==> config.mk <==
export PLATFORM = sky130hd
export DESIGN_NAME = hcu_main_ctrl
export DESIGN_NICKNAME = d
export VERILOG_FILES = /design/src/verilog/hcu_pkg.sv /design/src/verilog/hcu_xfer_if.sv /design/src/verilog/hcu_param_xfer.sv /design/src/verilog/hcu_bypass_pipe.sv /design/src/verilog/hcu_main_ctrl.sv
export SDC_FILE = /design/constraint.sdc
export NUM_CORES = 1
export LEC_CHECK = 0
export BUFFER_PORTS_ARGS = -buffer_cell sky130_fd_sc_hd__buf_2
export CORE_AREA = 10 10 369 371
export CTS_CLUSTER_SIZE = 12
export DETAILED_ROUTE_END_ITERATION = 8
export DIE_AREA = 0 0 379 381
export MAX_ROUTING_LAYER = met4
export RECOVER_POWER = 100
export SLEW_MARGIN = 0
export SYNTH_ARGS = -nofsm -noshare
export SYNTH_HDL_FRONTEND = slang
export SYNTH_SLANG_ARGS = --single-unit
==> constraint.sdc <==
create_clock -name clk_sys_i -period 1.5 [get_ports clk_sys_i]
set_input_delay 0 -clock clk_sys_i [delete_from_list [all_inputs] [get_ports clk_sys_i]]
set_output_delay 0 -clock clk_sys_i [all_outputs]
set_load 0.01 [all_outputs]
==> src/verilog/hcu_pkg.sv <==
// Purpose: Shared constants and types of the main control and update block.
// Assumes: One system clock; register fields sit in an 11-bit control word.
// Notes:   Bit positions, masks and reset values are named once here.
package hcu_pkg;

   localparam int          HCU_REG_W          = 11;
   localparam int          HCU_ADDR_W         = 8;
   localparam logic [7:0]  HCU_MAIN_CTRL_OFS  = 8'h01;

   localparam int          HCU_BIT_SOFT_RST   = 0;
   localparam int          HCU_BIT_WIRE4      = 1;
   localparam int          HCU_BIT_LOCK_UPD   = 2;
   localparam int          HCU_BIT_FORCE_UPD  = 3;
   localparam int          HCU_BIT_RGB        = 4;
   localparam int          HCU_BIT_CLK_INV    = 5;
   localparam int          HCU_BIT_DREF_B     = 6;
   localparam int          HCU_BIT_BYPASS     = 7;
   localparam int          HCU_BIT_RSVD       = 8;
   localparam int          HCU_BIT_PWRDWN     = 9;
   localparam int          HCU_BIT_PORT_B     = 10;

   localparam logic [10:0] HCU_CTRL_RST       = 11'h000;
   // Bits that survive a soft reset
   localparam logic [10:0] HCU_PRESERVE_MASK  = 11'h6F2;
   // Bits stored from a write; reserved bit always reads zero
   localparam logic [10:0] HCU_WRITE_MASK     = 11'h6F7;

   localparam int          HCU_PIX_W          = 24;
   localparam int          HCU_SYNC_W         = 3;
   localparam int          HCU_BYPASS_DELAY   = 2;
   localparam int          HCU_NUM_PARAM      = 48;
   localparam int          HCU_PARAM_W        = 8;

   typedef enum logic [1:0] {
      HCU_XF_IDLE = 2'b00,
      HCU_XF_COPY = 2'b01,
      HCU_XF_DONE = 2'b11
   } hcu_xfer_state_t;

endpackage : hcu_pkg

==> src/verilog/hcu_xfer_if.sv <==
// Purpose: Carries update requests to and completion pulses from the transfer unit.
// Assumes: Both ends on clk_sys_i.
// Notes:   Completion pulses last one cycle.
`timescale 1ns/100ps
interface hcu_xfer_if;
   logic req_force;
   logic req_lock;
   logic lock_event;
   logic soft_rst;
   logic done_force;
   logic done_lock;

   modport ctrl (
      output req_force,
      output req_lock,
      output lock_event,
      output soft_rst,
      input  done_force,
      input  done_lock
   );
   modport xfer (
      input  req_force,
      input  req_lock,
      input  lock_event,
      input  soft_rst,
      output done_force,
      output done_lock
   );
endinterface : hcu_xfer_if

==> src/verilog/hcu_param_xfer.sv <==
// Purpose: Copies the pending parameter set into the active set on request.
// Assumes: Pending set is stable while a copy is in progress.
// Notes:   A forced request is served before a lock-synchronised one.
`timescale 1ns/100ps
module hcu_param_xfer
   import hcu_pkg::*;
#(
   parameter int NUM_PARAM = HCU_NUM_PARAM,
   parameter int PARAM_W   = HCU_PARAM_W
) (
   input  wire logic                         clk_sys_i,
   input  wire logic                         nrst_i,
   hcu_xfer_if.xfer                          xf,
   input  wire logic [NUM_PARAM*PARAM_W-1:0] pending_set_i,
   output logic      [NUM_PARAM*PARAM_W-1:0] active_set_o
);
   hcu_xfer_state_t    state_q;
   logic               kind_force_q;
   logic               done_force_q;
   logic               done_lock_q;
   logic [PARAM_W-1:0] active_q [NUM_PARAM];

   always_ff @(posedge clk_sys_i or negedge nrst_i) begin
      if (!nrst_i) begin
         state_q      <= HCU_XF_IDLE;
         kind_force_q <= 1'b0;
      end else begin
         case (state_q)
            HCU_XF_IDLE: begin
               if (xf.soft_rst) begin
                  state_q <= HCU_XF_IDLE;
               end else if (xf.req_force) begin
                  state_q      <= HCU_XF_COPY;
                  kind_force_q <= 1'b1;
               end else if (xf.req_lock && xf.lock_event) begin
                  state_q      <= HCU_XF_COPY;
                  kind_force_q <= 1'b0;
               end
            end
            HCU_XF_COPY: state_q <= HCU_XF_DONE;
            HCU_XF_DONE: state_q <= HCU_XF_IDLE;
            default:     state_q <= HCU_XF_IDLE;
         endcase
      end
   end

   always_ff @(posedge clk_sys_i or negedge nrst_i) begin
      if (!nrst_i) begin
         done_force_q <= 1'b0;
         done_lock_q  <= 1'b0;
      end else begin
         done_force_q <= (state_q == HCU_XF_COPY) && kind_force_q;
         done_lock_q  <= (state_q == HCU_XF_COPY) && !kind_force_q;
      end
   end

   assign xf.done_force = done_force_q;
   assign xf.done_lock  = done_lock_q;

   genvar g;
   generate
      for (g = 0; g < NUM_PARAM; g++) begin : g_word
         always_ff @(posedge clk_sys_i or negedge nrst_i) begin
            if (!nrst_i) begin
               active_q[g] <= '0;
            end else if (state_q == HCU_XF_COPY) begin
               active_q[g] <= pending_set_i[g*PARAM_W +: PARAM_W];
            end
         end
         assign active_set_o[g*PARAM_W +: PARAM_W] = active_q[g];
      end
   endgenerate

endmodule : hcu_param_xfer

==> src/verilog/hcu_bypass_pipe.sv <==
// Purpose: Two-stage display data path choosing passthrough or scaled video.
// Assumes: Port A data and controls are synchronous to clk_sys_i.
// Notes:   Passthrough latency is two clocks; normal path latency is one.
`timescale 1ns/100ps
module hcu_bypass_pipe #(
   parameter int DATA_W = 48
) (
   input  wire logic              clk_sys_i,
   input  wire logic              nrst_i,
   input  wire logic              bypass_en_i,
   input  wire logic [DATA_W-1:0] pass_data_i,
   input  wire logic [DATA_W-1:0] norm_data_i,
   output logic      [DATA_W-1:0] data_o
);
   logic [DATA_W-1:0] stage1_q;
   logic [DATA_W-1:0] data_q;

   always_ff @(posedge clk_sys_i or negedge nrst_i) begin
      if (!nrst_i) begin
         stage1_q <= '0;
      end else begin
         stage1_q <= pass_data_i;
      end
   end

   always_ff @(posedge clk_sys_i or negedge nrst_i) begin
      if (!nrst_i) begin
         data_q <= '0;
      end else if (bypass_en_i) begin
         data_q <= stage1_q;
      end else begin
         data_q <= norm_data_i;
      end
   end

   assign data_o = data_q;

endmodule : hcu_bypass_pipe

==> src/verilog/hcu_main_ctrl.sv <==
// Purpose: Main control register with parameter update, clock and bypass control.
// Assumes: Host interface controller delivers decoded register writes and reads.
// Notes:   Pixel and reference clocks are sampled as levels on clk_sys_i.
//          Pin clocks must stay well below half of clk_sys_i or they alias.
//          Clock source switching is not glitch-free; soft reset follows it.
//
// Overview of operation
// - Lock-synchronised update bit copies pending set to active set at next lock event.
// - Lock-synchronised update bit clears on soft reset or after its transfer or a forced transfer.
// - Writing 1 to immediate update copies pending set at once; 0 does nothing.
// - Immediate update bit clears on soft reset or after forced transfer.
// - Colour format bit: 0 YUV on port B, 1 RGB on selected port.
// - Colour format bit survives soft reset; hard reset clears it.
// - Clock polarity bit passes selected input clock straight or inverted.
// - Polarity bit survives soft reset; host soft-resets after changing it.
// - Display clock source bit picks reference clock A or B.
// - Display clock source bit survives soft reset; hard reset clears it.
// - Passthrough off: output scaled video with overlay and own timing.
// - Passthrough on: port A pixels and controls appear two clocks later.
// - Passthrough on: display clock no longer from either reference clock.
// - Passthrough on: display clock is a delayed port A pixel clock.
// - Passthrough bit survives soft reset; host soft-resets after changing it.
// - Soft reset trigger self-clears; soft reset clears all unpreserved bits.
`timescale 1ns/100ps
module hcu_main_ctrl
   import hcu_pkg::*;
#(
   parameter int NUM_PARAM = HCU_NUM_PARAM,
   parameter int PARAM_W   = HCU_PARAM_W,
   parameter int PIX_W     = HCU_PIX_W,
   parameter int SYNC_W    = HCU_SYNC_W
) (
   input  wire logic                         clk_sys_i,
   input  wire logic                         nrst_i,

   // Register access from the host interface controller
   input  wire logic                         reg_wr_i,
   input  wire logic                         reg_rd_i,
   input  wire logic [HCU_ADDR_W-1:0]        reg_addr_i,
   input  wire logic [HCU_REG_W-1:0]         reg_wdata_i,
   output logic      [HCU_REG_W-1:0]         reg_rdata_o,
   output logic                              reg_rvalid_o,

   // Parameter sets
   input  wire logic                         lock_event_i,
   input  wire logic [NUM_PARAM*PARAM_W-1:0] pending_set_i,
   output logic      [NUM_PARAM*PARAM_W-1:0] active_set_o,

   // Clock pins, sampled as levels
   input  wire logic                         port_a_pixel_clock_i,
   input  wire logic                         port_b_pixel_clock_i,
   input  wire logic                         display_ref_clock_a_i,
   input  wire logic                         display_ref_clock_b_i,
   output logic                              input_pixel_clock_o,
   output logic                              display_pixel_clock_o,

   // Input routing
   output logic                              input_rgb_mode_o,
   output logic                              input_port_b_sel_o,

   // Display data path
   input  wire logic [2*PIX_W-1:0]           port_a_data_i,
   input  wire logic [SYNC_W-1:0]            port_a_ctrl_i,
   input  wire logic [2*PIX_W-1:0]           scaled_data_i,
   input  wire logic [SYNC_W-1:0]            timing_gen_ctrl_i,
   output logic      [2*PIX_W-1:0]           display_data_o,
   output logic      [SYNC_W-1:0]            display_ctrl_o,
   output logic                              display_bypass_o,

   // Device-wide control
   output logic                              soft_reset_o,
   output logic                              wire4_mode_o,
   output logic                              power_down_o
);
   localparam int CLK_N  = 4;
   // Position of each pin in clk_pins
   localparam int PIN_A  = 0;
   localparam int PIN_B  = 1;
   localparam int REF_A  = 2;
   localparam int REF_B  = 3;
   localparam int PIPE_W = 2*PIX_W + SYNC_W;

   logic [HCU_REG_W-1:0] ctrl_q;
   logic [HCU_REG_W-1:0] ctrl_d;
   logic                 wr_hit;
   logic                 soft_exec;
   logic                 force_keep;
   logic                 soft_rst_q;
   logic [HCU_REG_W-1:0] rdata_q;
   logic                 rvalid_q;

   // Clock and routing path
   logic [CLK_N-1:0]     clk_pins;
   logic [CLK_N-1:0]     clk_meta_q;
   logic [CLK_N-1:0]     clk_sync_q;
   logic                 port_a_clk_dly_q;
   logic                 in_clk_q;
   logic                 disp_clk_q;
   logic                 rgb_mode_q;
   logic                 port_b_sel_q;
   logic                 in_clk_sel;
   logic                 disp_clk_sel;
   logic [PIPE_W-1:0]    pipe_out;

   // Requests to and completions from the transfer unit
   hcu_xfer_if xf_if ();

   assign wr_hit    = reg_wr_i && (reg_addr_i == HCU_MAIN_CTRL_OFS);
   // Trigger acts in the cycle after it is written
   assign soft_exec = ctrl_q[HCU_BIT_SOFT_RST];
   // Forced request outlives a zero write until served or reset
   assign force_keep = ctrl_q[HCU_BIT_FORCE_UPD] && !soft_exec && !xf_if.done_force;

   // Control register next value
   always_comb begin
      // Hardware clears first, host write last
      ctrl_d = ctrl_q;
      if (soft_exec) begin
         ctrl_d = ctrl_q & HCU_PRESERVE_MASK;
      end
      if (xf_if.done_lock) begin
         ctrl_d[HCU_BIT_LOCK_UPD] = 1'b0;
      end

      if (xf_if.done_force) begin
         ctrl_d[HCU_BIT_FORCE_UPD] = 1'b0;
         ctrl_d[HCU_BIT_LOCK_UPD]  = 1'b0;
      end

      // Host write wins over hardware clears,
      // so a request written in a clearing cycle is not lost
      if (wr_hit) begin
         ctrl_d = (ctrl_d & ~HCU_WRITE_MASK) | (reg_wdata_i & HCU_WRITE_MASK);
         ctrl_d[HCU_BIT_FORCE_UPD] = reg_wdata_i[HCU_BIT_FORCE_UPD] | force_keep;
      end

      // Reserved bit never stored
      ctrl_d[HCU_BIT_RSVD] = 1'b0;
   end

   always_ff @(posedge clk_sys_i or negedge nrst_i) begin
      if (!nrst_i) begin
         ctrl_q <= HCU_CTRL_RST;
      end else begin
         ctrl_q <= ctrl_d;
      end
   end

   // Lags the trigger by one cycle; both last one cycle
   // soft reset pulse
   always_ff @(posedge clk_sys_i or negedge nrst_i) begin
      if (!nrst_i) begin
         soft_rst_q <= 1'b0;
      end else begin
         soft_rst_q <= soft_exec;
      end
   end

   // Read-back of the control register
   // Other addresses answer zero; every read gets rvalid
   always_ff @(posedge clk_sys_i or negedge nrst_i) begin
      if (!nrst_i) begin
         rdata_q  <= '0;
         rvalid_q <= 1'b0;
      end else begin
         rvalid_q <= reg_rd_i;
         if (reg_rd_i && (reg_addr_i == HCU_MAIN_CTRL_OFS)) begin
            rdata_q <= ctrl_q;
         end else begin
            rdata_q <= '0;
         end
      end
   end

   // Update requests to the transfer unit
   // Soft reset holds an idle unit; a running copy completes
   assign xf_if.req_force  = ctrl_q[HCU_BIT_FORCE_UPD];
   assign xf_if.req_lock   = ctrl_q[HCU_BIT_LOCK_UPD];
   assign xf_if.lock_event = lock_event_i;
   assign xf_if.soft_rst   = soft_exec;

   // Copies pending to active on either request
   hcu_param_xfer #(
      .NUM_PARAM (NUM_PARAM),
      .PARAM_W   (PARAM_W)
   ) u_xfer (
      .clk_sys_i     (clk_sys_i),
      .nrst_i        (nrst_i),
      .xf            (xf_if.xfer),
      .pending_set_i (pending_set_i),
      .active_set_o  (active_set_o)
   );

   // Clock pin synchronisers
   // Pins are asynchronous; only the second stage is read
   assign clk_pins = {display_ref_clock_b_i, display_ref_clock_a_i,
                      port_b_pixel_clock_i, port_a_pixel_clock_i};

   genvar g;
   generate
      for (g = 0; g < CLK_N; g++) begin : g_clk_sync
         always_ff @(posedge clk_sys_i or negedge nrst_i) begin
            if (!nrst_i) begin
               clk_meta_q[g] <= 1'b0;
               clk_sync_q[g] <= 1'b0;
            end else begin
               clk_meta_q[g] <= clk_pins[g];
               clk_sync_q[g] <= clk_meta_q[g];
            end
         end
      end
   endgenerate

   // Reset selects port B, as for YUV after hard reset
   // input port routing
   always_ff @(posedge clk_sys_i or negedge nrst_i) begin
      if (!nrst_i) begin
         rgb_mode_q   <= 1'b0;
         port_b_sel_q <= 1'b1;
      end else begin
         rgb_mode_q   <= ctrl_q[HCU_BIT_RGB];
         port_b_sel_q <= !ctrl_q[HCU_BIT_RGB] || ctrl_q[HCU_BIT_PORT_B];
      end
   end

   // Source follows the register at once; a soft reset follows a change
   assign in_clk_sel = (!ctrl_q[HCU_BIT_RGB] || ctrl_q[HCU_BIT_PORT_B])
                       ? clk_sync_q[PIN_B] : clk_sync_q[PIN_A];

   // input clock polarity
   // Inversion is a plain XOR of the sampled level
   always_ff @(posedge clk_sys_i or negedge nrst_i) begin
      if (!nrst_i) begin
         in_clk_q <= 1'b0;
      end else begin
         in_clk_q <= in_clk_sel ^ ctrl_q[HCU_BIT_CLK_INV];
      end
   end

   // Extra stage delays the clock along with the data
   // delayed port A clock
   always_ff @(posedge clk_sys_i or negedge nrst_i) begin
      if (!nrst_i) begin
         port_a_clk_dly_q <= 1'b0;
      end else begin
         port_a_clk_dly_q <= clk_sync_q[PIN_A];
      end
   end

   // display clock source
   // Not glitch-free; a soft reset must follow a change
   assign disp_clk_sel = ctrl_q[HCU_BIT_DREF_B] ? clk_sync_q[REF_B] : clk_sync_q[REF_A];

   // bypass clock source
   // Bypass takes port A clock, else the reference choice
   always_ff @(posedge clk_sys_i or negedge nrst_i) begin
      if (!nrst_i) begin
         disp_clk_q <= 1'b0;
      end else if (ctrl_q[HCU_BIT_BYPASS]) begin
         disp_clk_q <= port_a_clk_dly_q;
      end else begin
         disp_clk_q <= disp_clk_sel;
      end
   end

   // Data and controls share the pipe so they stay aligned
   // two clock passthrough
   hcu_bypass_pipe #(
      .DATA_W (PIPE_W)
   ) u_pipe (
      .clk_sys_i   (clk_sys_i),
      .nrst_i      (nrst_i),
      .bypass_en_i (ctrl_q[HCU_BIT_BYPASS]),
      .pass_data_i ({port_a_ctrl_i, port_a_data_i}),
      .norm_data_i ({timing_gen_ctrl_i, scaled_data_i}),
      .data_o      (pipe_out)
   );

   // Every output comes straight from a flip-flop
   assign reg_rdata_o           = rdata_q;
   assign reg_rvalid_o          = rvalid_q;
   assign input_pixel_clock_o   = in_clk_q;
   assign display_pixel_clock_o = disp_clk_q;
   assign input_rgb_mode_o      = rgb_mode_q;
   assign input_port_b_sel_o    = port_b_sel_q;
   assign display_data_o        = pipe_out[2*PIX_W-1:0];
   assign display_ctrl_o        = pipe_out[PIPE_W-1:2*PIX_W];
   assign display_bypass_o      = ctrl_q[HCU_BIT_BYPASS];
   assign soft_reset_o          = soft_rst_q;
   assign wire4_mode_o          = ctrl_q[HCU_BIT_WIRE4];
   assign power_down_o          = ctrl_q[HCU_BIT_PWRDWN];

endmodule : hcu_main_ctrl

Word-level counts from Yosys, hierarchy flattened:

Cells that the tools add are included.

* register bits after elaboration: 527
* output and inout port bits: 455
* logic and storage cells: 111

* equal/unequal tests: 3
* mux-type cells: 15
* bitwise logic cells: 4
* reduce and logical (&&, ||, !) cells: 16

Operators by type and width (number)
* 51-bit two-way mux: 1
* 11-bit two-way mux: 2
* 4-bit by 11-bit OR with 11-bit output: 1
* 8-bit by 1-bit equality test with 1-bit output (second input constant): 1
* 2-bit two-way mux: 4
* 1-bit logical AND: 7
* 1-bit two-way mux: 6
* 1-bit zero test: 4
* 4-bit two-way mux: 1
* 4-bit by 3-bit inequality test with 1-bit output (second input constant): 1
* 2-bit case mux with 2 select lines: 1
* 4-bit nonzero test: 1
* 3-bit AND reduction: 1
* 2-bit by 1-bit equality test with 1-bit output (second input constant): 1
* 2-bit zero test: 1
* 2-bit nonzero test: 1
* 1-bit logical OR: 1
* 1-bit NOT: 1
* 1-bit OR: 1
* 1-bit bitwise XOR: 1

Depth between registers and ports, before layout:

Gate-level depths: netlist (run 1).

* word-level depth: 5
* gate-level depth with buffers: 7
* gate-level depth less buffers: 4

By module:

Synthesis (run 1) repeated with hierarchy kept, for this count alone.

* cell total of the unflattened synthesis: 1060
* area, all modules: 20462.1 um^2

By module, submodules not included
* hcu_param_xfer: times used 1, cells an instance 828, area each 15843.9 um^2, sequential area each 9734.3 um^2
* hcu_bypass_pipe: times used 1, cells an instance 159, area each 3425.8 um^2, sequential area each 2552.4 um^2
* hcu_main_ctrl: times used 1, cells an instance 73, area each 1192.4 um^2, sequential area each 877.1 um^2

Worst setup path before layout (run 1):

OpenSTA, ideal clock, no wires.

* path kind: reg-to-reg
* start: reg ctrl_q[7]
* end: reg u_pipe.data_q[0] (netlist: u_pipe.data_o[0])
* library setup time: 0.125 ns
* arrival: 1.128 ns
* data required time: 1.375 ns
* setup slack: 0.247 ns
* cell stages (with the launch flop): 4
* period minus slack after synthesis: 1.253 ns
* cell sequence: dfrtp_1 buf_2 buf_2 mux2_2

* longest elaborated chain between the ends: 1

Ends and longest elaborated chain
* from (decl): RTL line hcu_main_ctrl.sv:83 `logic [HCU_REG_W-1:0] ctrl_q;`
* from (signal assigned): RTL line hcu_main_ctrl.sv:145 `ctrl_q <= ctrl_d;`
* 51-bit two-way mux: RTL line hcu_bypass_pipe.sv:29 `end else if (bypass_en_i) begin`
* to (signal assigned): RTL line hcu_bypass_pipe.sv:30 `data_q <= stage1_q;`
* to (signal assigned): RTL line hcu_bypass_pipe.sv:32 `data_q <= norm_data_i;`
* to (decl): RTL line hcu_bypass_pipe.sv:16 `logic [DATA_W-1:0] data_q;`

Every way passes these cells.
A chain may end at the register's enable or synchronous reset.

Worst setup path after layout (run 1):

* start: in reg_addr_i[6]
* end: reg ctrl_q[6]

* longest elaborated chain between the ends: 2

Ends and longest elaborated chain
* from (decl): RTL line hcu_main_ctrl.sv:39 `input wire logic [HCU_ADDR_W-1:0] reg_addr_i,`
* 8-bit by 1-bit equality test with 1-bit output: RTL line hcu_main_ctrl.sv:108 `assign wr_hit = reg_wr_i && (reg_addr_i == HCU_MAIN_CTRL_OFS);`
* 1-bit logical AND: RTL line hcu_main_ctrl.sv:108

Every way passes these cells.

==> results of run 1 <==
registers in the layout, summed over array words and instances, names as in the netlist, 2 cells and up:
name                 flops
u_xfer.active_set_o    384
ctrl_q                  10
u_pipe.stage1_q         51
clk_sync_q               4
u_pipe.data_o           51
clk_meta_q               4
reg_rdata_o             10
u_xfer.state_q           2
critical path, cell delays in order:
cell,delay (ps)
sky130_fd_sc_hd__dlygate4sd3_1,540
sky130_fd_sc_hd__buf_2,140
sky130_fd_sc_hd__nor4_4,200
sky130_fd_sc_hd__nand3_4,230
sky130_fd_sc_hd__mux2_2,330
sky130_fd_sc_hd__dlygate4sd3_1,560
worst max path at each step:
stage,startpoint,endpoint,cells past startpoint
detailed placement,u_xfer.state_q[1],u_xfer.active_set_o[28],6
global route,u_xfer.state_q[1],u_xfer.active_set_o[191],6
CTS,input_port_b_sel_o,input_port_b_sel_o,1
global placement,u_xfer.state_q[1],u_xfer.active_set_o[36],6
floorplan,ctrl_q[7],u_pipe.data_o[0],3
finish,reg_addr_i[6],ctrl_q[6],6
power breakdown:
group          total (mW)  internal (mW)  switching (mW)  leakage (nW)
Clock                17.8           10.8            6.93          1.17
Sequential           22.4           19.5            2.88          6.45
Combinational        23.4           8.85            14.5          10.7
cell type report:
| cell class | instances | area [um2] |
|---|---|---|
| multi-input cells | 1246 | 5260 |
| clock inverters | 37 | 638 |
| diodes | 38 | 95.1 |
| fillers | 13400 | 93800 |
| repair buffers | 1660 | 11900 |
| inverters | 3 | 18.8 |
| clock buffers | 82 | 1810 |
| well taps | 1675 | 2100 |
| flip-flops and latches | 526 | 13200 |
logic make-up (layout without fill, tap and decap cells):
family | Yosys count | in the layout | share of synthesized area
AO/OA/AOI/OAI | 5 | 5 | 0.00177
AND/OR/NAND/NOR | 1178 | 1178 | 0.237
multiplexers | 61 | 61 | 0.0358
XOR/XNOR | 1 | 1 | 0.000459
flip-flops | 526 | 526 | 0.689
buffers and inverters | 96 | 1782 | 0.0357
other | 1 | 39 | 0.000196
what timing repair did:
item | in CTS | in global routing
gates resized for setup | 2 | 4
setup endpoints to repair | 1 | 25
pin swaps | 0 | 0
hold endpoints to repair | 1039 | 10
hold buffers | 617 | 2
layout by cell type (no fill, tap or decap), types with 2 or more instances in the layout:
cell,instances
sky130_fd_sc_hd__bufinv_16,12
sky130_fd_sc_hd__buf_4,46
sky130_fd_sc_hd__clkbuf_16,67
sky130_fd_sc_hd__o21ai_0,2
sky130_fd_sc_hd__clkbuf_8,8
sky130_fd_sc_hd__nor2_1,4
sky130_fd_sc_hd__dlygate4sd3_1,617
sky130_fd_sc_hd__clkbuf_1,13
sky130_fd_sc_hd__mux2i_1,2
sky130_fd_sc_hd__clkinvlp_4,7
sky130_fd_sc_hd__buf_12,24
sky130_fd_sc_hd__inv_16,2
sky130_fd_sc_hd__dfrtp_1,524
sky130_fd_sc_hd__clkinv_16,3
sky130_fd_sc_hd__clkinv_8,2
sky130_fd_sc_hd__nand2_1,1154
sky130_fd_sc_hd__and2_1,11
sky130_fd_sc_hd__diode_2,38
sky130_fd_sc_hd__clkinv_2,9
sky130_fd_sc_hd__buf_8,2
sky130_fd_sc_hd__buf_6,3
sky130_fd_sc_hd__inv_1,2
sky130_fd_sc_hd__buf_2,959
sky130_fd_sc_hd__mux2_2,58
layer usage:
layer,GRT usage,wire (um)
met5,-,0
met2,0.262,56500
met4,0.0594,3830
met3,0.0695,12500
met1,0.169,43000
per-stage QoR:
step	TNS [ps]	total power [mW]	cell area, um2	std cells	setup WS (ps)
2_1_floorplan	0	32.6	19100	1868	247
3_3_place_gp	0	44.6	26300	4492	79.0
3_5_place_dp	0	44.8	26300	4492	66.0
4_1_cts	0	64.6	34900	5228	7.67
5_1_grt	-1960	68.1	35000	5258	-103
6_report	0	63.6	35000	5267	12.6
==> parameters.txt, run 1 <==
Parameter                              Value

Synth
  Most instantiated library cell after synthesis    sky130_fd_sc_hd__nand2_1
  Number of enable flip-flop cells after synthesis    0
  Most frequent cells after synthesis    sky130_fd_sc_hd__nand2_1 (1154), sky130_fd_sc_hd__dfrtp_1 (525), sky130_fd_sc_hd__mux2_2 (59), sky130_fd_sc_hd__buf_2 (49), sky130_fd_sc_hd__buf_6 (30)
  Leading cell types by total area after synthesis    sky130_fd_sc_hd__dfrtp_1 (69%), sky130_fd_sc_hd__nand2_1 (23%), sky130_fd_sc_hd__mux2_2 (3.5%)
  Primary flip-flop cell chosen by synthesis mapping    sky130_fd_sc_hd__dfrtp_1
  Number of warnings issued by yosys    0
  Cell area after technology mapping    between 15000 and 20000 um2
  Synthesized net count    2382
  Number of library cell types mapped by synthesis    29
  Mapped Cells    roughly 1900
  Synthesis-stage register bit count    526
  Share of flip-flops with an asynchronous set or reset    1.00
  Avg Cell Area, Syn    approximately 10 um2
  Leading area contributor after synthesis    sky130_fd_sc_hd__dfrtp_1
  Synth top area share    0.688
  Register area share after synthesis    0.689

Floorplan
  Core Area    129000 um2
  Die area    about 140000 um2
  Y dimension of the die    approximately 380 um
  Total I/O pin count    approximately 970
  Width of the die    roughly 380 um
  Initial Util    0.148
  FP Rows    ~130

Min path
  Hold path start    pending_set_i[130]
  Worst hold path cell count    4
  Path category of the worst min-delay check    input pin to flop
  Hold EP    u_xfer.active_set_o[130]

Route
  Routed via count divided by cell count    3.74
  Final antenna-violating net count    0
  Drt initial violations    roughly 1200
  Drt wl/cell    between 20 and 25 um
  Detailed-route DRC error count    0
  Total detailed-routing wirelength    around 120000 um
  Total via count in the routed design    slightly below 20000
  Number of detailed-route iterations in the first pass    5

CTS
  Insertion delay of the later-clocked pin in the worst-skew pair    roughly 660 ps
  Number of clock sinks seen by CTS    between 500 and 600
  Clock transition at the register clock pins on the worst setup and hold paths after CTS    roughly 60 ps
  H-tree levels    3
  CTS tree    built
  Post-CTS setup-driven buffer insertion count    0
  Clk Tree Root Cell    sky130_fd_sc_hd__clkbuf_16
  TritonCTS Buffers    67
  Clock tree buffer depth    3

Timing
  RSZ-0062 raised after global routing    yes
  Share of the cycle needed by the critical path after routing    0.992
  Final Max Tran Viols    0
  Achievable clock frequency    just under 700 MHz
  Endpoints failing setup    0
  Hold WS    between 70 and 80 ps
  Post-route clock skew    between 20 and 30 ps
  Tmin final    roughly 1500 ps
  Final hold violation count    0
  Slew @ Worst Pin    between 500 and 600 ps
  Headroom to the max-slew limit    0.603

Layout
  Layout area overhead    83.4%
  Final Core Density    0.272
  Fraction of layout cells with a size suffix above 1    0.342
  Count of nets after finishing    4018

Run
  Max-cap violations    0

Run status
  Status    complete, no violations

Worst setup path
  Largest driver fanout on the critical path    9
  Worst Path Class, Setup    input pin to flop
  Cell depth of the worst flop-to-flop path    6
  Kind of start point of the critical path    input pin
  Worst reg2reg setup slack    30 ps
  Capturing point of the worst reg2reg path    u_xfer.active_set_o[191]
  Arrival time of the worst setup path    2010 ps
  R2r startpoint    u_xfer.state_q[1]
  Nature of the critical path endpoint    flop
  Required time of the critical path    between 2000 and 2500 ps

Pwr
  Leakage    18.3 nW
  Max IR drop VDD    around 1.2 mV
  Power per Cell Area    roughly 1800 nW/um2

GRT
  Grt ovf    0
  Initial antenna violation count    62
  Global-route wire length before repair    161000 um
  Number of global-route vias before repair    roughly 21000
  Maximum number of pins on one net before global-route repair    99
  Global router's overall resource usage    0.160

Place
  Final Wtd Congestion    approximately 0.94
  Buffers on Ports    just under 1000
  Placed wire-length estimate    ~91000 um
Note: power is estimated with default switching activity, not from simulation.
==> inputs of run 2 (changes only) <==
--- a/config.mk
+++ b/config.mk
@@ -12,6 +12,7 @@
 export DIE_AREA = 0 0 379 381
 export MAX_ROUTING_LAYER = met4
 export RECOVER_POWER = 100
+export SETUP_SLACK_MARGIN = 0.15
 export SLEW_MARGIN = 0
 export SYNTH_ARGS = -nofsm -noshare
 export SYNTH_HDL_FRONTEND = slang
==> parameters.txt, run 2 (synthesized netlist as in run 1, its figures left out) <==
Parameter                              Value

GRT
  Global router's overall resource usage    0.160
  Grt ovf    0
  Number of global-route vias before repair    21100
  Initial antenna violation count    between 60 and 70
  Maximum number of pins on one net before global-route repair    99
  Global-route wire length before repair    around 160000 um

Place
  Buffers on Ports    a little under 1000
  Final Wtd Congestion    0.941
  Count of placed standard cells including taps    between 4000 and 5000
  Setup Slack @ Placement    between 60 and 70 ps
  Placed wire-length estimate    a little over 90000 um
  Post-placement cell area    26300 um2

Floorplan
  Total I/O pin count    around 970
  Y dimension of the die    approximately 380 um
  Width of the die    around 380 um
  Die area    roughly 140000 um2
  FP Rows    roughly 130
  Initial Util    0.148
  Core Area    between 100000 and 150000 um2

Worst setup path
  Worst Path Class, Setup    flop to flop
  Arrival time of the worst setup path    a little under 2000 ps
  Biggest cell delay along the critical path    ~430 ps
  Cell depth of the worst flop-to-flop path    3
  Nature of the critical path endpoint    flop
  Library cell contributing the largest single delay on the critical path    sky130_fd_sc_hd__mux2_2
  Dominant delay contributor by cell family on the critical path    buffers and inverters
  Ordered list of cells on the worst path    buf_12, clkbuf_2, mux2_2
  Largest driver fanout on the critical path    18
  R2r startpoint    ctrl_q[7]
  Worst reg2reg setup slack    just under 40 ps
  Capturing point of the worst reg2reg path    u_pipe.data_o[9]
  Required time of the critical path    slightly above 2000 ps
  Kind of start point of the critical path    flop
  Number of buffers and inverters on the critical path    2

Route
  Final antenna-violating net count    0
  Detailed-route DRC error count    0
  Total via count in the routed design    around 20000
  Drt wl/cell    22.4 um
  Routed via count divided by cell count    approximately 3.7
  Drt initial violations    about 1200
  Total detailed-routing wirelength    roughly 120000 um
  Number of detailed-route iterations in the first pass    6

Timing
  Worst setup margin    approximately 39 ps
  Post-route clock skew    roughly 27 ps
  Final hold violation count    0
  Headroom to the max-slew limit    0.398
  Share of the cycle needed by the critical path after routing    0.974
  Achievable clock frequency    685 MHz
  Tmin final    ~1500 ps
  Endpoints failing setup    0
  RSZ-0062 raised after global routing    yes
  Final Max Tran Viols    0
  Slew @ Worst Pin    between 900 and 1000 ps

Layout
  Most used cells in the layout excluding fill and tap cells    sky130_fd_sc_hd__nand2_1 (1126), sky130_fd_sc_hd__buf_2 (957), sky130_fd_sc_hd__dlygate4sd3_1 (613)
  Count of nets after finishing    roughly 4000
  Most common cell after layout, fill and taps aside    sky130_fd_sc_hd__nand2_1
  Layout area overhead    86.3%
  Number of flip-flops under the largest register name    approximately 380
  Number of standard cells in the final layout excluding fillers    5286
  Final Core Density    0.276
  Final Instance Area    roughly 36000 um2
  Fraction of layout cells with a size suffix above 1    0.354

Min path
  Hold EP    u_xfer.active_set_o[26]
  Path category of the worst min-delay check    input pin to flop
  Worst hold path cell count    4
  Hold path start    pending_set_i[26]

CTS
  Clock transition at the register clock pins on the worst setup and hold paths after CTS    about 60 ps
  Clock tree buffer depth    3
  Insertion delay of the later-clocked pin in the worst-skew pair    approximately 670 ps
  H-tree levels    3
  CTS tree    built
  Number of clock sinks seen by CTS    526
  Clk Tree Root Cell    sky130_fd_sc_hd__clkbuf_16
  TritonCTS Buffers    67

Pwr
  Post-layout power    65.0 mW
  Share of total power in combinational logic    0.381
  Cell-internal power    between 40 and 50 mW
  Power per Cell Area    1830 nW/um2
  Proportion of total power due to net switching    0.384
  Power spent charging and discharging nets    24.9 mW
  Clock share of power    0.274
  Max IR drop VDD    ~1.2 mV
  Sequential cell fraction of total power    0.345
  Leakage    18.6 nW

Run
  Max-cap violations    0

Run status
  Status    complete, no violations
-- run 2: final cells by class --
| cell class | count | area [um2] |
|---|---|---|
| fill | 13400 | 93300 |
| sequential | 526 | 13200 |
| timing repair buffer | 1676 | 12400 |
| multi-input combinational | 1246 | 5370 |
| tap | 1675 | 2100 |
| clock buffer | 82 | 1810 |
| clock inverter | 37 | 638 |
| antenna | 41 | 103 |
| inverter | 3 | 23.8 |
-- run 2: what timing repair did --
item | in CTS | in global routing
hold buffers | 614 | 0
pin swaps | 0 | 13
gates cloned | 0 | 11
setup buffers | 2 | 7
endpoints found under the setup margin | 263 | 544
resized for setup | 9 | 73
endpoints found under the hold margin | 1039 | 0
-- run 2: how the worst max path moves through the flow --
stage | slack [ps] | to | from | cells past startpoint
floorplan | 250 | u_pipe.data_o[0] | ctrl_q[7] | 3
global placement | 80 | u_xfer.active_set_o[36] | u_xfer.state_q[1] | 6
detailed placement | 70 | u_xfer.active_set_o[28] | u_xfer.state_q[1] | 6
CTS | 70 | u_xfer.active_set_o[359] | u_xfer.state_q[1] | 5
global route | -40 | u_xfer.active_set_o[288] | u_xfer.state_q[0] | 7
finish | 40 | u_pipe.data_o[9] | ctrl_q[7] | 3
-- run 2: layer usage --
metal	track usage	vias up	wire [um]
li1	-	9051	-
met1	0.169	9624	43400
met2	0.263	874	58000
met3	0.0705	208	13000
met4	0.0587	0	3840
met5	-	-	0
-- run 2: power by group through the flow --
stage / Sequential, mW / Clock, mW / Combinational, mW
2_1_floorplan: 24.7 / 0 / 7.90
3_3_place_gp: 22.3 / 0 / 22.3
3_5_place_dp: 22.4 / 0 / 22.4
4_1_cts: 22.3 / 18.3 / 24.0
5_1_grt: 23.0 / 18.9 / 27.6
6_report: 22.4 / 17.8 / 24.7
-- run 2: tightest hold or removal path: cells and delay by family --
kind | cells | cell delay [ps]
buffers and inverters | 2 | 620
AND/OR/NAND/NOR | 2 | 80
-- run 2: per-stage QoR --
| step | hold slack (ps) | setup TNS [ps] |
|---|---|---|
| finish | 73.6 | 0 |
| global route | 48.3 | -218 |
| CTS | 0.128 | 0 |
| detailed placement | -159 | 0 |
| global placement | -159 | 0 |
| floorplan | -296 | 0 |
==> inputs of run 3 (changes only) <==
--- a/config.mk
+++ b/config.mk
@@ -6,10 +6,11 @@
 export NUM_CORES = 1
 export LEC_CHECK = 0
 export BUFFER_PORTS_ARGS = -buffer_cell sky130_fd_sc_hd__buf_2
-export CORE_AREA = 10 10 369 371
+export CORE_AREA = 10 10 365 367
+export CTS_BUF_LIST = sky130_fd_sc_hd__clkbuf_2 sky130_fd_sc_hd__clkbuf_4 sky130_fd_sc_hd__clkbuf_8
 export CTS_CLUSTER_SIZE = 12
 export DETAILED_ROUTE_END_ITERATION = 8
-export DIE_AREA = 0 0 379 381
+export DIE_AREA = 0 0 375 377
 export MAX_ROUTING_LAYER = met4
 export RECOVER_POWER = 100
 export SETUP_SLACK_MARGIN = 0.15
==> parameters.txt, run 3 <==
Parameter                              Value

Synth
  Leading cell types by total area after synthesis    sky130_fd_sc_hd__dfrtp_1 (69%), sky130_fd_sc_hd__nand2_1 (23%), sky130_fd_sc_hd__mux2_2 (3.5%)
  Number of warnings issued by yosys    0
  Register area share after synthesis    0.689
  Number of enable flip-flop cells after synthesis    0
  Synthesis-stage register bit count    526
  Leading area contributor after synthesis    sky130_fd_sc_hd__dfrtp_1
  Primary flip-flop cell chosen by synthesis mapping    sky130_fd_sc_hd__dfrtp_1
  Most frequent cells after synthesis    sky130_fd_sc_hd__nand2_1 (1154), sky130_fd_sc_hd__dfrtp_1 (525), sky130_fd_sc_hd__mux2_2 (59), sky130_fd_sc_hd__buf_2 (49), sky130_fd_sc_hd__buf_6 (30)
  Number of library cell types mapped by synthesis    29
  Most instantiated library cell after synthesis    sky130_fd_sc_hd__nand2_1
  Share of flip-flops with an asynchronous set or reset    1.00
  Avg Cell Area, Syn    10.2 um2
  Cell area after technology mapping    between 15000 and 20000 um2
  Synthesized net count    between 2000 and 2500
  Synth top area share    0.688
  Mapped Cells    1868

CTS
  Post-CTS setup-driven buffer insertion count    113
  Gates resized, CTS repair    824
  Number of clock sinks seen by CTS    around 530
  TritonCTS Buffers    between 90 and 100
  Clk Tree Root Cell    sky130_fd_sc_hd__clkbuf_8
  Hold buffer count at cts    960
  Clock tree buffer depth    3
  H-tree levels    3

Floorplan
  FP Rows    130
  Initial Util    0.152
  Width of the die    between 300 and 400 um
  Y dimension of the die    ~380 um
  Total I/O pin count    969

Run status
  Failing step    clock tree synthesis
  Status    aborted with a tool error
  First logged error message    [ERROR RSZ-0060] Max buffer count reached.

Place
  Setup Slack @ Placement    42.4 ps
  Final Wtd Congestion    between 0.9 and 1
  Buffers on Ports    ~970
  Post-placement cell area    26200 um2
  Placed wire-length estimate    ~84000 um
run 3: per-stage QoR:
step | hold WS (ps) | std cells
3_5_place_dp | -96.1 | 4463
3_3_place_gp | -99.9 | 4463
2_1_floorplan | -296 | 1868
run 3: cells by family after synthesis:
group / after synthesis / share of synthesized area
AO/OA/AOI/OAI: 5 / 0.00177
XOR/XNOR: 1 / 0.000459
buffers and inverters: 96 / 0.0357
flip-flops: 526 / 0.689
multiplexers: 61 / 0.0358
other: 1 / 0.000196
AND/OR/NAND/NOR: 1178 / 0.237
==> inputs of run 4 (changes only) <==
--- a/config.mk
+++ b/config.mk
@@ -6,14 +6,11 @@
 export NUM_CORES = 1
 export LEC_CHECK = 0
 export BUFFER_PORTS_ARGS = -buffer_cell sky130_fd_sc_hd__buf_2
-export CORE_AREA = 10 10 365 367
-export CTS_BUF_LIST = sky130_fd_sc_hd__clkbuf_2 sky130_fd_sc_hd__clkbuf_4 sky130_fd_sc_hd__clkbuf_8
-export CTS_CLUSTER_SIZE = 12
+export CORE_AREA = 10 10 373 375
 export DETAILED_ROUTE_END_ITERATION = 8
-export DIE_AREA = 0 0 375 377
-export MAX_ROUTING_LAYER = met4
+export DIE_AREA = 0 0 383 385
+export PLACE_DENSITY_LB_ADDON = 0.15
 export RECOVER_POWER = 100
-export SETUP_SLACK_MARGIN = 0.15
 export SLEW_MARGIN = 0
 export SYNTH_ARGS = -nofsm -noshare
 export SYNTH_HDL_FRONTEND = slang
==> parameters.txt, run 4 (synthesized netlist as in run 1, its figures left out) <==
Parameter                              Value

Run status
  Status    complete, no violations

Timing
  Final hold violation count    0
  Post-route clock skew    16.8 ps
  Share of the cycle needed by the critical path after routing    0.960
  Slew @ Worst Pin    roughly 1200 ps
  Endpoints failing setup    0
  Post-Route Setup TNS    0 ps
  Worst setup margin    around 59 ps
  Tmin final    around 1400 ps
  Headroom to the max-slew limit    0.181
  RSZ-0062 raised after global routing    no
  Achievable clock frequency    694 MHz
  Final Max Tran Viols    0

CTS
  Number of clock sinks seen by CTS    roughly 530
  CTS tree    built
  Insertion delay of the later-clocked pin in the worst-skew pair    between 600 and 700 ps
  Clock tree buffer depth    3
  Clock transition at the register clock pins on the worst setup and hold paths after CTS    approximately 60 ps
  TritonCTS Buffers    70
  H-tree levels    3
  Clk Tree Root Cell    sky130_fd_sc_hd__clkbuf_16

GRT
  Maximum number of pins on one net before global-route repair    79
  Grt ovf    0
  Number of global-route vias before repair    a little over 20000
  Global-route wire length before repair    between 100000 and 150000 um
  Initial antenna violation count    8
  Global router's overall resource usage    0.124

Route
  Drt initial violations    850
  Total via count in the routed design    between 15000 and 20000
  Detailed-route DRC error count    0
  Total detailed-routing wirelength    95600 um
  Number of detailed-route iterations in the first pass    7
  Final antenna-violating net count    0
  Drt wl/cell    about 18 um
  Routed via count divided by cell count    approximately 3.5

Place
  Count of placed standard cells including taps    approximately 4600
  Setup Slack @ Placement    approximately 94 ps
  Buffers on Ports    966
  Placed wire-length estimate    about 70000 um
  Final Wtd Congestion    0.741

Layout
  Most used cells in the layout excluding fill and tap cells    sky130_fd_sc_hd__nand2_1 (1154), sky130_fd_sc_hd__dlygate4sd3_1 (638), sky130_fd_sc_hd__dfrtp_1 (523)
  Most common cell after layout, fill and taps aside    sky130_fd_sc_hd__nand2_1
  Number of standard cells in the final layout excluding fillers    roughly 5300
  Fillers    roughly 14000
  Count of nets after finishing    between 4000 and 5000
  Number of flip-flops under the largest register name    ~380
  Fraction of layout cells with a size suffix above 1    0.205
  Layout area overhead    80.0%

Run
  Max-cap violations    0

Floorplan
  FP Rows    ~130
  Width of the die    ~380 um
  Initial Util    0.146
  Die area    147000 um2
  Total I/O pin count    between 900 and 1000
  Y dimension of the die    roughly 390 um
  Core Area    between 100000 and 150000 um2

Min path
  Path category of the worst min-delay check    input pin to asynchronous set/reset pin

Worst setup path
  Worst reg2reg setup slack    approximately 70 ps
  Arrival time of the worst setup path    slightly below 2000 ps
  R2r startpoint    ctrl_q[7]
  Largest driver fanout on the critical path    9
  Required time of the critical path    ~2000 ps
  Worst Path Class, Setup    input pin to flop
  Kind of start point of the critical path    input pin
  Nature of the critical path endpoint    flop
  Cell depth of the worst flop-to-flop path    3
  Capturing point of the worst reg2reg path    u_pipe.data_o[21]

Pwr
  Max IR drop VDD    0.732 mV
  Power per Cell Area    between 1500 and 2000 nW/um2
  Post-layout power    approximately 60 mW
  Leakage    ~17 nW
run 4: how the worst max path moves through the flow:
stage / from / to / slack [ps]
finish: reg_addr_i[6] / ctrl_q[4] / 60
global placement: u_xfer.state_q[1] / u_xfer.active_set_o[148] / 100
detailed placement: u_xfer.state_q[1] / u_xfer.active_set_o[349] / 90
CTS: reg_addr_i[6] / reg_rdata_o[0] / 20
floorplan: ctrl_q[7] / u_pipe.data_o[0] / 250
global route: u_xfer.state_q[0] / u_xfer.active_set_o[252] / 7
run 4: what timing repair did:
| item | in CTS | in global routing |
|---|---|---|
| setup buffers | 1 | 1 |
| resized for setup | 3 | 1 |
| hold endpoints to repair | 1039 | 10 |
| cloned | 0 | 0 |
| endpoints found under the setup margin | 2 | 12 |
| hold buffers | 641 | 2 |
run 4: metal layers:
layer | vias up | track usage | routed length [um]
li1 | 9029 | - | -
met1 | 8877 | 0.133 | 35900
met2 | 613 | 0.222 | 49100
met3 | 154 | 0.0416 | 6780
met4 | 2 | 0.0557 | 3810
met5 | - | 0 | 13
run 4: area by class of cell:
class,count,area (um2),share of cell area
repair buffers,1680,11400,0.333
diodes,7,17.5,0.000510
inverters,3,18.8,0.000546
flip-flops and latches,526,13200,0.383
well taps,1755,2200,0.0639
clock inverters,17,236,0.00688
clock buffers,105,2020,0.0589
multi-input cells,1246,5260,0.153
run 4: worst max-delay path: stages:
cell,delay [ps]
sky130_fd_sc_hd__dlygate4sd3_1,530
sky130_fd_sc_hd__clkbuf_1,120
sky130_fd_sc_hd__nor4_4,240
sky130_fd_sc_hd__nand3_4,220
sky130_fd_sc_hd__mux2_2,310
sky130_fd_sc_hd__dlygate4sd3_1,550
run 4: where the power goes:
group,internal (mW),switching (mW),total (mW)
logic,7.36,13.6,20.9
clock network,9.91,6.95,16.9
registers,19.5,2.77,22.3
run 4: metrics by stage:
stage / hold slack, ps / instance area [um2] / util
after floorplan: -296 / 19100 / -
after global placement: -97.3 / 26500 / 0.202
after detailed placement: -98.0 / 26500 / 0.202
after CTS: 0.0352 / 35200 / 0.268
after global routing: 18.2 / 34400 / 0.262
final: 18.8 / 34400 / 0.262
